`src/verilog/rtm_pkg.sv`:
```
package rtm_pkg;

  // ==========================================================================
  // Register offsets
  localparam logic [7:0] RTM_ADDR_CONTROL = 8'h07;
  localparam logic [7:0] RTM_ADDR_TRIM = 8'h08;
  localparam logic [7:0] RTM_ADDR_ALM0_WKDAY = 8'h0d;
  localparam logic [7:0] RTM_ADDR_ALM1_WKDAY = 8'h14;

  // ==========================================================================
  // Reset values
  localparam logic [7:0] RTM_RST_CONTROL = 8'h80;
  localparam logic [7:0] RTM_RST_TRIM = 8'h00;
  localparam logic [7:0] RTM_RST_WKDAY = 8'h01;

  // ==========================================================================
  // Control register fields
  localparam int RTM_CTL_LEVEL = 7;
  localparam int RTM_CTL_SQW_EN = 6;
  localparam int RTM_CTL_ALM1_EN = 5;
  localparam int RTM_CTL_ALM0_EN = 4;
  localparam int RTM_CTL_EXT_CLK = 3;
  localparam int RTM_CTL_COARSE = 2;
  localparam int RTM_CTL_FS_HI = 1;
  localparam int RTM_CTL_FS_LO = 0;

  // ==========================================================================
  // Trim and weekday fields
  localparam int RTM_TRIM_SIGN = 7;
  localparam int RTM_WK_POL = 7;
  localparam int RTM_WK_FLAG = 3;

  // ==========================================================================
  // Frequency select codes
  localparam logic [1:0] RTM_FS_1HZ = 2'h0;
  localparam logic [1:0] RTM_FS_4K096 = 2'h1;
  localparam logic [1:0] RTM_FS_8K192 = 2'h2;
  localparam logic [1:0] RTM_FS_32K768 = 2'h3;

  // ==========================================================================
  // Timebase: 15-bit prescaler of the 32.768 kHz oscillator, tap positions
  localparam int RTM_PRE_W = 15;
  localparam int RTM_TAP_8K192 = 1;
  localparam int RTM_TAP_4K096 = 2;
  localparam int RTM_COARSE_BIT = 8;
  localparam int RTM_TAP_64HZ = 8;
  localparam int RTM_TAP_1HZ = 14;
  localparam logic [5:0] RTM_SEC_LAST = 6'h3b;

endpackage : rtm_pkg

```
`src/verilog/rtm_output_trim.sv`:
```
`timescale 1ns/100ps
// Contract
// - Pin carries square wave, alarm interrupt or general level, chosen by enables.
// - Square-wave enable set: square wave on the pin, alarm enables ignored.
// - Square wave off and any alarm enabled: pin is alarm interrupt output.
// - All three enables off: pin follows the general-purpose level bit.
// - One alarm: pin equals its flag, inverted when polarity is zero.
// - Two alarms: OR of flags at polarity one, NAND at polarity zero.
// - Frequency select: 00 1 Hz, 01 4.096k, 10 8.192k, 11 32.768k.
// - Coarse trim with square wave on gives trimmed 64 Hz, select ignored.
// - All square-wave rates are trimmed except the raw 32.768 kHz.
// - Without coarse trim, the adjustment happens automatically once per minute.
// - Sign one adds cycles, sign zero removes cycles.
// - Each magnitude step is two oscillator cycles, up to 254.
// - Zero magnitude disables trimming whatever the sign.
// - Coarse trim repeats the same adjustment 128 times per second.
// - External clock bit selects the oscillator input pin; otherwise it is ignored.
// - Pin is only pulled low or released, never driven high.
// - Alarm flag set by match only; weekday write clears, match re-sets it.
module rtm_output_trim
  import rtm_pkg::*;
(
  // Clock and reset
  input wire logic clk_sys,
  input wire logic rst,
  // Register port
  input wire logic reg_wr,
  input wire logic reg_rd,
  input wire logic [7:0] reg_addr,
  input wire logic [7:0] reg_wdata,
  output logic [7:0] reg_rdata,
  // Oscillator sources
  input wire logic oscillator_start_bit,
  input wire logic crystal_clk,
  input wire logic oscillator_input_pin,
  // Alarm comparators
  input wire logic alarm0_match,
  input wire logic alarm1_match,
  // Multi-function pin, open drain
  input wire logic multi_function_pin_i,
  output logic multi_function_pin_o,
  output logic multi_function_pin_oe,
  // Timebase
  output logic second_tick
);

  typedef struct packed {
    logic [7:0] control;
    logic [7:0] trim;
    logic alarm_output_polarity;
    logic [7:0] rdata;
    logic osc_prev;
    logic [RTM_PRE_W-1:0] pre;
    logic [5:0] sec;
    logic [7:0] pending;
    logic pending_add;
    logic pin_oe;
    logic sec_tick;
  } rtm_state_type;

  rtm_state_type s_q;
  rtm_state_type s_d;

  logic wr_alm0;
  logic wr_alm1;
  logic alarm0_flag;
  logic alarm1_flag;
  logic [6:0] wk0_bits;
  logic [6:0] wk1_bits;

  assign wr_alm0 = reg_wr && (reg_addr == RTM_ADDR_ALM0_WKDAY);
  assign wr_alm1 = reg_wr && (reg_addr == RTM_ADDR_ALM1_WKDAY);

  // ==========================================================================
  // Alarm flags
  rtm_alarm_flag u_alarm0 (
    .clk_sys(clk_sys),
    .rst(rst),
    .wr_en(wr_alm0),
    .wdata(reg_wdata[6:0]),
    .match(alarm0_match),
    .wkday_bits(wk0_bits),
    .flag(alarm0_flag)
  );

  rtm_alarm_flag u_alarm1 (
    .clk_sys(clk_sys),
    .rst(rst),
    .wr_en(wr_alm1),
    .wdata(reg_wdata[6:0]),
    .match(alarm1_match),
    .wkday_bits(wk1_bits),
    .flag(alarm1_flag)
  );

  // ==========================================================================
  // Next state
  always_comb begin
    logic osc_level;
    logic osc_tick;
    logic [1:0] adv;
    logic [RTM_PRE_W:0] sum;
    logic sec_wrap;
    logic adjust_evt;
    logic sqw_level;
    logic level;
    logic sqw_en;
    logic a0_en;
    logic a1_en;
    logic pol;
    osc_level = 1'b0;
    osc_tick = 1'b0;
    adv = 2'h0;
    sum = '0;
    sec_wrap = 1'b0;
    adjust_evt = 1'b0;
    sqw_level = 1'b0;
    level = 1'b0;
    sqw_en = s_q.control[RTM_CTL_SQW_EN];
    a0_en = s_q.control[RTM_CTL_ALM0_EN];
    a1_en = s_q.control[RTM_CTL_ALM1_EN];
    pol = s_q.alarm_output_polarity;
    s_d = s_q;

    // Register writes.
    if (reg_wr) begin
      if (reg_addr == RTM_ADDR_CONTROL) begin
        s_d.control = reg_wdata;
      end
      if (reg_addr == RTM_ADDR_TRIM) begin
        s_d.trim = reg_wdata;
      end
      // The polarity bit is one latch shared by both weekday registers.
      if (wr_alm0 || wr_alm1) begin
        s_d.alarm_output_polarity = reg_wdata[RTM_WK_POL];
      end
    end

    // Register reads; unmapped addresses read as zero.
    if (reg_rd) begin
      unique case (reg_addr)
        RTM_ADDR_CONTROL: s_d.rdata = s_q.control;
        RTM_ADDR_TRIM: s_d.rdata = s_q.trim;
        RTM_ADDR_ALM0_WKDAY: s_d.rdata = {pol, wk0_bits};
        RTM_ADDR_ALM1_WKDAY: s_d.rdata = {pol, wk1_bits};
        default: s_d.rdata = 8'h00;
      endcase
    end

    // Oscillator source and edge detect.
    if (s_q.control[RTM_CTL_EXT_CLK]) begin
      osc_level = oscillator_input_pin;
    end else begin
      osc_level = oscillator_start_bit & crystal_clk;
    end
    s_d.osc_prev = osc_level;
    osc_tick = osc_level && !s_q.osc_prev;

    // Trimmed timebase: a pending correction either inserts or swallows ticks.
    if (osc_tick) begin
      if (s_q.pending != 8'h00) begin
        s_d.pending = s_q.pending - 8'h01;
        adv = s_q.pending_add ? 2'h2 : 2'h0;
      end else begin
        adv = 2'h1;
      end
    end
    sum = {1'b0, s_q.pre} + {{(RTM_PRE_W - 1){1'b0}}, adv};
    s_d.pre = sum[RTM_PRE_W-1:0];
    sec_wrap = sum[RTM_PRE_W];
    s_d.sec_tick = sec_wrap;
    if (sec_wrap) begin
      s_d.sec = (s_q.sec == RTM_SEC_LAST) ? 6'h00 : s_q.sec + 6'h01;
    end

    if (s_q.control[RTM_CTL_COARSE]) begin
      adjust_evt = sum[RTM_PRE_W:RTM_COARSE_BIT] !=
                   {1'b0, s_q.pre[RTM_PRE_W-1:RTM_COARSE_BIT]};
    end else begin
      adjust_evt = sec_wrap && (s_q.sec == RTM_SEC_LAST);
    end
    if (adjust_evt && (s_q.trim[6:0] != 7'h00)) begin
      s_d.pending = {s_q.trim[6:0], 1'b0};
      s_d.pending_add = s_q.trim[RTM_TRIM_SIGN];
    end

    // Square-wave source.
    if (s_q.control[RTM_CTL_COARSE]) begin
      sqw_level = s_q.pre[RTM_TAP_64HZ];
    end else begin
      unique case (s_q.control[RTM_CTL_FS_HI:RTM_CTL_FS_LO])
        RTM_FS_1HZ: sqw_level = s_q.pre[RTM_TAP_1HZ];
        RTM_FS_4K096: sqw_level = s_q.pre[RTM_TAP_4K096];
        RTM_FS_8K192: sqw_level = s_q.pre[RTM_TAP_8K192];
        RTM_FS_32K768: sqw_level = osc_level;
      endcase
    end

    // Output mode selection, evaluated every system clock.
    if (sqw_en) begin
      level = sqw_level;
    end else if (a0_en && a1_en) begin
      level = pol ? (alarm0_flag | alarm1_flag) : ~(alarm0_flag & alarm1_flag);
    end else if (a0_en) begin
      level = pol ? alarm0_flag : ~alarm0_flag;
    end else if (a1_en) begin
      level = pol ? alarm1_flag : ~alarm1_flag;
    end else begin
      level = s_q.control[RTM_CTL_LEVEL];
    end
    // Low is pulled, high is released to the pull-up.
    s_d.pin_oe = ~level;
  end

  // ==========================================================================
  // State register
  always_ff @(posedge clk_sys or posedge rst) begin
    if (rst) begin
      s_q.control <= RTM_RST_CONTROL;
      s_q.trim <= RTM_RST_TRIM;
      s_q.alarm_output_polarity <= 1'b0;
      s_q.rdata <= 8'h00;
      s_q.osc_prev <= 1'b0;
      s_q.pre <= '0;
      s_q.sec <= 6'h00;
      s_q.pending <= 8'h00;
      s_q.pending_add <= 1'b0;
      s_q.pin_oe <= 1'b0;
      s_q.sec_tick <= 1'b0;
    end else begin
      s_q <= s_d;
    end
  end

  assign reg_rdata = s_q.rdata;
  assign multi_function_pin_o = 1'b0;
  assign multi_function_pin_oe = s_q.pin_oe;
  assign second_tick = s_q.sec_tick;

endmodule : rtm_output_trim

```
`src/verilog/rtm_alarm_flag.sv`:
```
`timescale 1ns/100ps
module rtm_alarm_flag
  import rtm_pkg::*;
(
  // Clock and reset
  input wire logic clk_sys,
  input wire logic rst,
  // Register access
  input wire logic wr_en,
  input wire logic [6:0] wdata,
  // Alarm comparator
  input wire logic match,
  // State
  output logic [6:0] wkday_bits,
  output logic flag
);

  typedef struct packed {
    logic [6:0] bits;
  } rtm_flag_state_type;

  rtm_flag_state_type s_q;
  rtm_flag_state_type s_d;

  // ==========================================================================
  // Next state
  always_comb begin
    s_d = s_q;
    if (wr_en) begin
      s_d.bits = wdata;
      s_d.bits[RTM_WK_FLAG] = 1'b0;
    end
    // A match in the same cycle as the clearing write still sets the flag.
    if (match) begin
      s_d.bits[RTM_WK_FLAG] = 1'b1;
    end
  end

  always_ff @(posedge clk_sys or posedge rst) begin
    if (rst) begin
      s_q.bits <= RTM_RST_WKDAY[6:0];
    end else begin
      s_q <= s_d;
    end
  end

  assign wkday_bits = s_q.bits;
  assign flag = s_q.bits[RTM_WK_FLAG];

endmodule : rtm_alarm_flag

```
`config.mk`:
```
export PLATFORM = sky130hd
export DESIGN_NAME = rtm_output_trim
export DESIGN_NICKNAME = d
export VERILOG_FILES = /design/src/verilog/rtm_pkg.sv /design/src/verilog/rtm_output_trim.sv /design/src/verilog/rtm_alarm_flag.sv
export SDC_FILE = /design/constraint.sdc
export NUM_CORES = 1
export LEC_CHECK = 0
export BUFFER_PORTS_ARGS = -buffer_cell sky130_fd_sc_hd__buf_4
export CAP_MARGIN = 20
export CORE_MARGIN = 2
export CORE_UTILIZATION = 45
export CTS_BUF_LIST = sky130_fd_sc_hd__clkbuf_16
export DETAILED_ROUTE_END_ITERATION = 16
export GPL_TIMING_DRIVEN = 0
export PLACE_DENSITY = 0.72
export SLEW_MARGIN = 20
export SYNTH_ARGS = -nofsm -noshare
export SYNTH_HDL_FRONTEND = slang
export SYNTH_SLANG_ARGS = --single-unit
export TNS_END_PERCENT = 1
```
`constraint.sdc`:
```
create_clock -name clk_sys -period 5.72 [get_ports clk_sys]
set_input_delay 0.858 -clock clk_sys [delete_from_list [all_inputs] [get_ports clk_sys]]
set_output_delay 0.858 -clock clk_sys [all_outputs]
set_load 0.01 [all_outputs]
```
==> qor.csv, run 1 <==
stage,metric,value,unit
grt,grt_max_degree,48,
sta,finalClockSkew,0.00632,ns
pwr,ir_worst_vdd,0.124,mV
pwr,p_leak,1.94,nW
pwr,p_total,1.38,mW
synthesis,netlist_area,3530,um^2
die,dieArea,8560,um^2
clock_tree,cts_buffers,9,
sta,clock.fmax,0.291,GHz
sta,post-route-period-util,0.601,
finish,final_nets,372,
finish,layout.cells.most_common_list,"69 x dfrtp_1, 43 x buf_4, 39 x mux2_2, 19 x xnor2_1, 17 x nor2_1",
detailed_routing,viasPerCell,5.44,
sta,drv_slew,0,
pwr,p_seq_frac,0.438,
critical_path,crit_path_start_kind,input port,
flow_run,maxCapViolations,0,
clock_tree,root_buffer,clkbuf_16,
detailed_routing,vias,2438,
synthesis,synth_edf_count,0,
grt,grt_pass1_wl,12300,um
sta,rsz0062_at_grt,no,
synthesis,ys_async_sr_fraction,1.00,
critical_path,cp.required,5.93,ns
detailed_routing,drc_errors,0,
finish,layout_commonest_cell,dfrtp_1,
placed_design,io_buffers,33,
clock_tree,path_clk_slew,0.06,ns
critical_path,crit_type,input port to register,
synthesis,ys_ff_latch,72,
finish,areaGrowthSynthToFinish,20.5,%
clock_tree,htreeDepth,3,
synthesis,yosysWarnings,0,
synthesis,ys_seq_area_frac,0.512,
finish,antenna_cells,0,
pwr,power_density,325,nW/um^2
sta,min_period,3.44,ns
pwr,combPwrFrac,0.139,
clock_tree,clock_sinks,72,
finish,drive_gt1_frac,0.318,
grt,grt_overflow_total,0,
pwr,swShare,0.247,
clock_tree,postCtsResizedCells,0,
pwr,p_switching,0.341,mW
sta,slew_headroom,0.463,
synthesis,syn_avg_cell_area,11.9,um^2
sta,whs,0.475,ns
synthesis,syn_inst,296,
clock_tree,postCtsHoldBufs,0,
grt,grt_usage,0.188,
sta,setup_viol,0,
die,die_h,92.5,um
die,die_w,92.5,um
clock_tree,cts_max_path_buffers,2,
clock_tree,cts_setup_buffers,0,
die,coreArea,7650,um^2
die,ios,37,
status,status,"finished, final reports clean",
placed_design,dp_hpwl,4830,um
clock_tree,cts_tree,built,
detailed_routing,drtIter0Drc,140,
grt,grt_antenna_before_repair,0,
critical_path,cp_max_fo,9,
placed_design,placed_cells,432,
sta,hold_viol_final,0,
detailed_routing,wl_per_cell,15.9,um
finish,finalInstanceArea,4250,um^2
pwr,p_int,1.04,mW
placed_design,place_area,3930,um^2
grt,grt_pass1_vias,2485,
detailed_routing,dr.pass1.iters,4,
detailed_routing,wl,7120,um
placed_design,gp_congestion,0.830,
clock_tree,worstSkewPairLatency,0.33,ns
detailed_routing,ant_nets,0,
synthesis,ys_types,47,
synthesis,synthFlopType,dfrtp_1,
finish,instances_no_fill,448,
sta,finalSetupTns,0,ns
sta,tightest_slew,0.803,ns
die,start_util,0.461,
pwr,power.share.clock,0.423,
synthesis,syn-num-nets,327,
critical_path,end_kind,register,
critical_path,cp.arrival,3.65,ns
min_path,hp-class,register to register,
die,rows,32,
worst max-delay path, stage by stage:
cell	delay, ns
buf_4	0.09
nand3b_1	0.09
a21oi_1	0.53
inv_1	0.10
nor2_1	0.13
ha_1	0.19
inv_1	0.05
fa_1	0.42
o21ai_0	0.10
nand4_1	0.17
a211oi_4	0.53
mux2_2	0.39
flip-flops by register name, summed over array words and instances (netlist names):
name,count
second_tick,1
u_alarm1.wkday_bits,7
reg_rdata,8
s_q,48
multi_function_pin_oe,1
u_alarm0.wkday_bits,7
power groups by stage:
stage	sequential [mW]	combinational [mW]	clock, mW
floorplan	0.601	0.142	0
global placement	0.610	0.183	0
detailed placement	0.612	0.193	0
CTS	0.604	0.194	0.593
global route	0.612	0.218	0.615
finish	0.605	0.192	0.585
routing by layer:
| layer | part of all wire | wire, um | track usage | up-vias |
|---|---|---|---|---|
| met3 | 0.042 | 302 | 0.0277 | 12 |
| met4 | 0.023 | 161 | 0.0995 | 0 |
| li1 | - | - | - | 1165 |
| met1 | 0.45 | 3230 | 0.248 | 1206 |
| met5 | 0 | 0 | 0 | - |
| met2 | 0.48 | 3430 | 0.299 | 55 |
area by class of cell:
class	instances	area (um^2)
flip-flops and latches	72	1810
repair buffers	34	275
fillers	627	3400
clock inverters	7	86.3
inverters	9	36.3
well taps	102	128
clock buffers	9	225
plain buffers	13	86.3
multi-input cells	202	1610
Yosys cell counts (2+ instances only):
cell type  count  area (um^2)
a21o_1         3         22.5
a21oi_1       12         60.1
a22o_1        15          131
a22oi_1        7         52.6
and3_1         3         18.8
and4_1         3         26.3
buf_4         10         75.1
clkbuf_1       2         7.51
dfrtp_1       69         1730
dfstp_2        3         78.8
ha_1           4         50.1
inv_1          9         33.8
mux2_2        39          439
mux2i_1        2         20.0
nand2_1       15         56.3
nand3_1       14         70.1
nand3_4        2         35.0
nand3b_1       2         15.0
nand4_1        7         43.8
nor2_1        17         63.8
nor2b_1        4         25.0
nor3_1         4         20.0
nor3b_1        2         15.0
nor4_1         2         12.5
o21ai_0        5         25.0
o31ai_1        2         15.0
xnor2_1       19          166
path summary, 6_finish.rpt:
path / cells past startpoint / from / end / slack (ns)
worst max register to register: 11 / s_q[53] / s_q[8] / 2.35
worst min-delay path: 1 / s_q[28] / s_q[28] / 0.47
worst min register to register: 1 / s_q[28] / s_q[28] / 0.47
min in group asynchronous: 2 / rst / s_q[15] / 0.51
max in group asynchronous: 3 / rst / s_q[57] / 4.62
worst max-delay path: 12 / oscillator_start_bit / s_q[8] / 2.28
cell families after synthesis:
group           synth area share
xor+xnor                  0.0497
other cells              0.00106
flops                      0.512
compound gates             0.101
mux                        0.140
fa+ha+maj                 0.0199
buf+inv                   0.0341
simple gates               0.142
stage by stage:
step           worst slack [ns]  utilization
6_report                   2.28        0.555
2_1_floorplan              2.40            -
3_5_place_dp               1.94        0.514
3_3_place_gp               1.99        0.510
4_1_cts                    2.28        0.555
5_1_grt                    2.01        0.555
No activity file was read; power rests on OpenSTA's default activity.
==> run 2: changes to the inputs <==
Clock period 5.72 ns to 3.3 ns, I/O delays scaled along.
==> run 2 against run 1 <==
- worst hold slack worse by 0.33 ns
- first-iteration DRC count down 0.71%
- core utilization up 0.61 points
- non-clock buffer count up 3
- critical path depth unchanged
- combinational power up 78%
- sequential share of layout area down 0.46 points
- critical path type is now register to register
- critical endpoint unchanged
- highest routed layer unchanged
==> qor.csv, run 2 (synthesis gave the netlist of run 1 again) <==
stage,metric,value,unit
status,status,"finished, final reports clean",
detailed_routing,wl,7230,um
sta,slew_headroom,0.474,
clock_tree,cts_tree,built,
critical_path,critical-path-top-delay-family,simple AND/OR/NAND/NOR gates,
critical_path,critPathLaunch,s_q[8],
sta,setup_viol,0,
critical_path,r2r_slack,0.24,ns
finish,fill_cells,620,
clock_tree,cts_buffers,9,
critical_path,reg2reg_depth,12,
placed_design,dp_hpwl,4830,um
placed_design,io_buffers,33,
detailed_routing,ant_nets,0,
critical_path,slowest_delay,0.42,ns
grt,grt_overflow_total,0,
die,dieArea,8560,um^2
sta,min_period,3.06,ns
die,die_h,92.5,um
critical_path,slowest_stage,dfrtp_1,
clock_tree,worstSkewPairLatency,0.33,ns
detailed_routing,dr.pass1.iters,5,
finish,antenna_cells,0,
die,rows,32,
min_path,hp-class,input port to asynchronous set/reset pin,
grt,grt_antenna_before_repair,0,
pwr,power_density,560,nW/um^2
sta,post-route-period-util,0.927,
critical_path,critPathBufInv,3,
sta,whs,0.145,ns
finish,finalInstanceArea,4290,um^2
sta,hold_viol_final,0,
grt,grt_pass1_wl,12300,um
critical_path,crit_type,register to register,
placed_design,place_area,3930,um^2
critical_path,cp.required,3.51,ns
finish,regMostFlops,s_q,
finish,drive_gt1_frac,0.327,
detailed_routing,drtIter0Drc,139,
sta,rsz0062_at_grt,no,
critical_path,cp_max_fo,9,
sta,drv_slew,0,
finish,layout.cells.most_common_list,"69 x dfrtp_1, 45 x buf_4, 39 x mux2_2, 19 x xnor2_1, 17 x nor2_1",
grt,grt_pass1_vias,2488,
clock_tree,path_clk_slew,0.05,ns
finish,final_nets,375,
critical_path,cp.arrival,3.27,ns
finish,layout_commonest_cell,dfrtp_1,
detailed_routing,drc_errors,0,
flow_run,maxCapViolations,0,
sta,tightest_slew,0.786,ns
grt,grt_max_degree,48,
sta,clock.fmax,0.327,GHz
die,ios,37,
placed_design,place_ws,-0.115,ns
clock_tree,htreeDepth,3,
die,die_w,92.5,um
finish,areaGrowthSynthToFinish,21.8,%
critical_path,crit_chain,nor3_1 -> nand4b_1 -> nand3_1 -> inv_1 -> ha_1 -> a21oi_1 -> and4b_1 -> buf_4 -> a31oi_1 -> a211oi_4 -> buf_12 -> mux2_2,
placed_design,gp_congestion,0.830,
detailed_routing,viasPerCell,5.48,
detailed_routing,wl_per_cell,16.0,um
critical_path,r2r-end,s_q[8],
die,coreArea,7650,um^2
critical_path,crit_path_start_kind,register,
clock_tree,cts_max_path_buffers,2,
sta,finalClockSkew,0.00660,ns
detailed_routing,vias,2470,
finish,largest_register_ffs,48,
pwr,ir_worst_vdd,0.214,mV
clock_tree,clock_sinks,72,
clock_tree,root_buffer,clkbuf_16,
die,start_util,0.461,
sta,worst_slack,0.240,ns
pwr,p_leak,1.96,nW
critical_path,regToRegStartpoint,s_q[8],
grt,grt_usage,0.188,
critical_path,end_kind,register,
run 2: cell count changes in the layout (fill, tap and decap cells not counted), sizes merged:
cell / before / now
buf: 45 / 48
run 2: layer usage:
| layer | GRT usage | vias to the layer above | share of wire |
|---|---|---|---|
| met5 | 0 | - | 0 |
| met1 | 0.248 | 1231 | 0.46 |
| li1 | - | 1171 | - |
| met2 | 0.299 | 56 | 0.48 |
| met3 | 0.0277 | 12 | 0.039 |
| met4 | 0.0995 | 0 | 0.021 |
run 2: worst max path at each step:
| stage | end | slack [ns] | cells after the start |
|---|---|---|---|
| detailed placement | s_q[6] | -0.11 | 12 |
| floorplan | s_q[10] | 0.35 | 11 |
| finish | s_q[8] | 0.24 | 12 |
| global placement | s_q[10] | -0.07 | 12 |
| CTS | s_q[8] | 0.09 | 11 |
| global route | s_q[2] | 0.03 | 12 |
run 2: repair_timing:
item                       4_1_cts  5_1_grt
setup buffers                    0        3
setup endpoints to repair        8        8
cloned                           0        0
pin swaps                        0        2
hold buffers                     0        0
gates resized for setup          1        1
run 2: stage by stage:
| stage | utilization | std cells | TNS (ns) | total power [mW] |
|---|---|---|---|---|
| after floorplan | - | 296 | 0 | 1.29 |
| after global routing | 0.562 | 451 | 0 | 2.52 |
| after CTS | 0.555 | 448 | 0 | 2.41 |
| after detailed placement | 0.514 | 432 | -0.882 | 1.39 |
| final | 0.562 | 451 | 0 | 2.40 |
| after global placement | 0.510 | 431 | -0.479 | 1.37 |
run 2: worst reg2reg max path, delay by kind of cell (launching register included):
family,cells,cell delay [ns]
and+or+nand+nor,4,0.98
AOI/OAI and AO/OA,3,0.55
DFF,1,0.42
buffers and inverters,3,0.38
muxes,1,0.33
adders and majority gates,1,0.27
run 2: cell type report:
type | instances | area (um^2) | area share
flip-flops and latches | 72 | 1810 | 0.420
multi-input cells | 202 | 1620 | 0.376
repair buffers | 37 | 310 | 0.0723
clock buffers | 9 | 225 | 0.0524
well taps | 102 | 128 | 0.0297
clock inverters | 7 | 86.3 | 0.0201
plain buffers | 13 | 86.3 | 0.0201
inverters | 9 | 36.3 | 0.00845
run 2: report_power, final:
group | switching, mW | internal (mW) | leakage [nW]
clock | 0.359 | 0.654 | 0.154
combinational | 0.156 | 0.186 | 0.870
sequential | 0.0783 | 0.971 | 0.938
total | 0.593 | 1.81 | 1.96
==> run 3: changes to the inputs <==
Settings changed: CTS_CLUSTER_SIZE from default to 28, SYNTH_HIERARCHICAL from default to 1.
==> run 3 against run 2 <==
- global-route usage decreased by 0.14 points
- fmax decreased by 2.3%
- die area increased by 4.6%
- critical path depth decreased by 1
- via count increased by 1.7%
- worst setup slack got worse by 0.073 ns
- area after synthesis increased by 4.8%
- clock power decreased by 9%
- register-to-register slack got worse by 0.07 ns
- first-iteration DRC count decreased by 10%
- largest cell class unchanged
- highest routed layer unchanged
==> qor.csv, run 3 <==
stage,metric,value,unit
synthesis,ys_seq_area_frac,0.488,
sta,whs,0.142,ns
finish,multi_input_area,1710,um^2
grt,grt_usage,0.186,
clock_tree,path_clk_slew,0.06,ns
synthesis,yosysWarnings,6,
critical_path,cp_max_fo,9,
die,coreArea,8090,um^2
placed_design,io_buffers,33,
critical_path,end_kind,register,
finish,regMostFlops,s_q,
flow_run,maxCapViolations,0,
clock_tree,cts_buffers,9,
detailed_routing,vias,2512,
sta,slew_headroom,0.528,
die,start_util,0.457,
synthesis,ys_types,57,
critical_path,cp.arrival,3.34,ns
sta,finalSetupTns,0,ns
pwr,p_leak,2.08,nW
synthesis,post-synth-top-count-cell,dfrtp_1,
finish,fill_cells,702,
clock_tree,cts_tree,built,
finish,seq_area,1810,um^2
synthesis,syn_avg_cell_area,11.7,um^2
pwr,ir_worst_vdd,0.339,mV
finish,largest_register_ffs,48,
finish,drive_gt1_frac,0.356,
finish,layout.cells.most_common_list,"69 x dfrtp_1, 46 x buf_4, 27 x mux2_2, 27 x inv_1, 17 x nand2_1",
die,ios,37,
die,dieArea,8950,um^2
critical_path,crit_type,register to register,
sta,finalClockSkew,0.00714,ns
clock_tree,clock_sinks,72,
synthesis,ys_ff_latch,72,
clock_tree,root_buffer,clkbuf_16,
detailed_routing,wl,7580,um
synthesis,yosysTopAreaCell,dfrtp_1,
grt,grt_pass1_wl,12600,um
synthesis,yosys-top-cells-count,"69 x dfrtp_1, 27 x mux2_2, 25 x inv_1",
placed_design,gp_congestion,0.854,
placed_design,dp_hpwl,5340,um
sta,drv_slew,0,
synthesis,synth_edf_count,0,
sta,tightest_slew,0.708,ns
sta,setup_viol,0,
critical_path,cp.required,3.51,ns
pwr,p_total,2.29,mW
clock_tree,htreeDepth,3,
clock_tree,worstSkewPairLatency,0.33,ns
synthesis,ys_async_sr_fraction,1.00,
synthesis,synth_area_leaders,"dfrtp_1 47%, mux2_2 8.2%, mux2_4 5.3%",
sta,post-route-period-util,0.950,
synthesis,synthFlopType,dfrtp_1,
detailed_routing,drc_errors,0,
grt,grt_pass1_vias,2587,
clock_tree,cts_max_path_buffers,2,
synthesis,yosysTopAreaCellShare,0.467,
synthesis,netlist_area,3700,um^2
finish,layout_commonest_cell,dfrtp_1,
detailed_routing,viasPerCell,5.31,
sta,clock.fmax,0.319,GHz
synthesis,syn-num-nets,347,
pwr,power_density,516,nW/um^2
finish,final_util,0.548,
finish,final_nets,394,
detailed_routing,wl_per_cell,16.0,um
grt,grt_max_degree,59,
die,die_w,94.6,um
sta,rsz0062_at_grt,no,
status,status,"finished, final reports clean",
sta,min_period,3.13,ns
sta,hold_viol_final,0,
grt,grt_antenna_before_repair,0,
grt,grt_overflow_total,0,
detailed_routing,ant_nets,0,
synthesis,syn_inst,316,
die,die_h,94.6,um
min_path,hp-class,input port to asynchronous set/reset pin,
critical_path,crit_path_start_kind,register,
finish,antenna_cells,0,
detailed_routing,dr.pass1.iters,6,
die,rows,33,
detailed_routing,drtIter0Drc,125,
finish,areaGrowthSynthToFinish,19.9,%
[run 3: cell types whose count changed after synthesis, moves of 5 or more]
cell | before | now
mux2_2 | 39 | 27
a22o_1 | 15 | 1
a21o_1 | 3 | 9
mux2_4 | 0 | 13
nand4_1 | 7 | 2
inv_1 | 9 | 25
nor2_1 | 17 | 12
a21oi_1 | 12 | 3
o21ai_0 | 5 | 10
a22oi_1 | 7 | 12
[run 3: metrics by stage]
stage,setup slack [ns],area [um^2],std cells
3_3_place_gp,-0.0473,4080,454
2_1_floorplan,0.320,3700,316
6_report,0.167,4430,473
5_1_grt,0.0198,4430,473
4_1_cts,0.0221,4400,471
3_5_place_dp,-0.103,4080,454
[run 3: worst paths after layout]
check | start | endpoint | slack (ns) | cells past startpoint
worst max-delay path | s_q[9] | s_q[6] | 0.17 | 11
max in group asynchronous | rst | s_q[32] | 2.52 | 2
worst min register to register | s_q[28] | s_q[28] | 0.48 | 1
min in group clk_sys | alarm1_match | u_alarm1/wkday_bits[3] | 0.35 | 2
worst min-delay path | rst | u_alarm1/wkday_bits[1] | 0.14 | 2
worst max register to register | s_q[9] | s_q[6] | 0.17 | 11
[run 3: report_power, final]
| group | total [mW] | switching (mW) | internal (mW) |
|---|---|---|---|
| Combinational | 0.320 | 0.147 | 0.173 |
| Sequential | 1.05 | 0.0798 | 0.969 |
| Clock | 0.921 | 0.348 | 0.573 |
| Total | 2.29 | 0.574 | 1.72 |
[run 3: cell families (layout without fill, tap and decap cells)]
| family | count (synthesis) | after routing | synth area share |
|---|---|---|---|
| flip-flops | 72 | 72 | 0.488 |
| XOR/XNOR | 20 | 20 | 0.0474 |
| AO/OA/AOI/OAI | 51 | 51 | 0.0992 |
| buffers and inverters | 40 | 92 | 0.0579 |
| other | 1 | 1 | 0.00101 |
| adder cells (fa/ha/maj) | 5 | 5 | 0.0190 |
| multiplexers | 43 | 43 | 0.147 |
| AND/OR/NAND/NOR | 84 | 84 | 0.140 |
[run 3: cell type report]
type,count,share of cell area
inverter,25,0.0217
buffer,15,0.0271
multi-input combinational,204,0.386
timing repair buffer,36,0.0638
clock inverter,7,0.0133
tap,105,0.0296
clock buffer,9,0.0508
sequential,72,0.407
[run 3: timing repair]
item / in CTS / in global routing
hold buffers: 0 / 0
endpoints found under the setup margin: 9 / 11
setup buffers: 1 / 2
pin swaps: 2 / 3
gates resized for setup: 3 / 6
[run 3: worst max-delay path: stages, from the launching register on]
cell       delay [ns]
dfrtp_1          0.40
or4_1            0.60
nand2b_4         0.20
nor2_1           0.13
ha_2             0.22
inv_1            0.07
fa_2             0.38
nor3b_2          0.22
o2111ai_1        0.21
o21ai_4          0.12
buf_12           0.15
mux2_2           0.33
[run 3: metal layers]
layer  share of wire  track usage  wire length [um]  vias to the layer above
met5               0            0                 0                        -
met4          0.0079       0.0374                60                        0
met3           0.034       0.0511               258                        9
met2            0.51        0.317              3890                       39
met1            0.44        0.239              3360                     1251
li1                -            -                 -                     1213
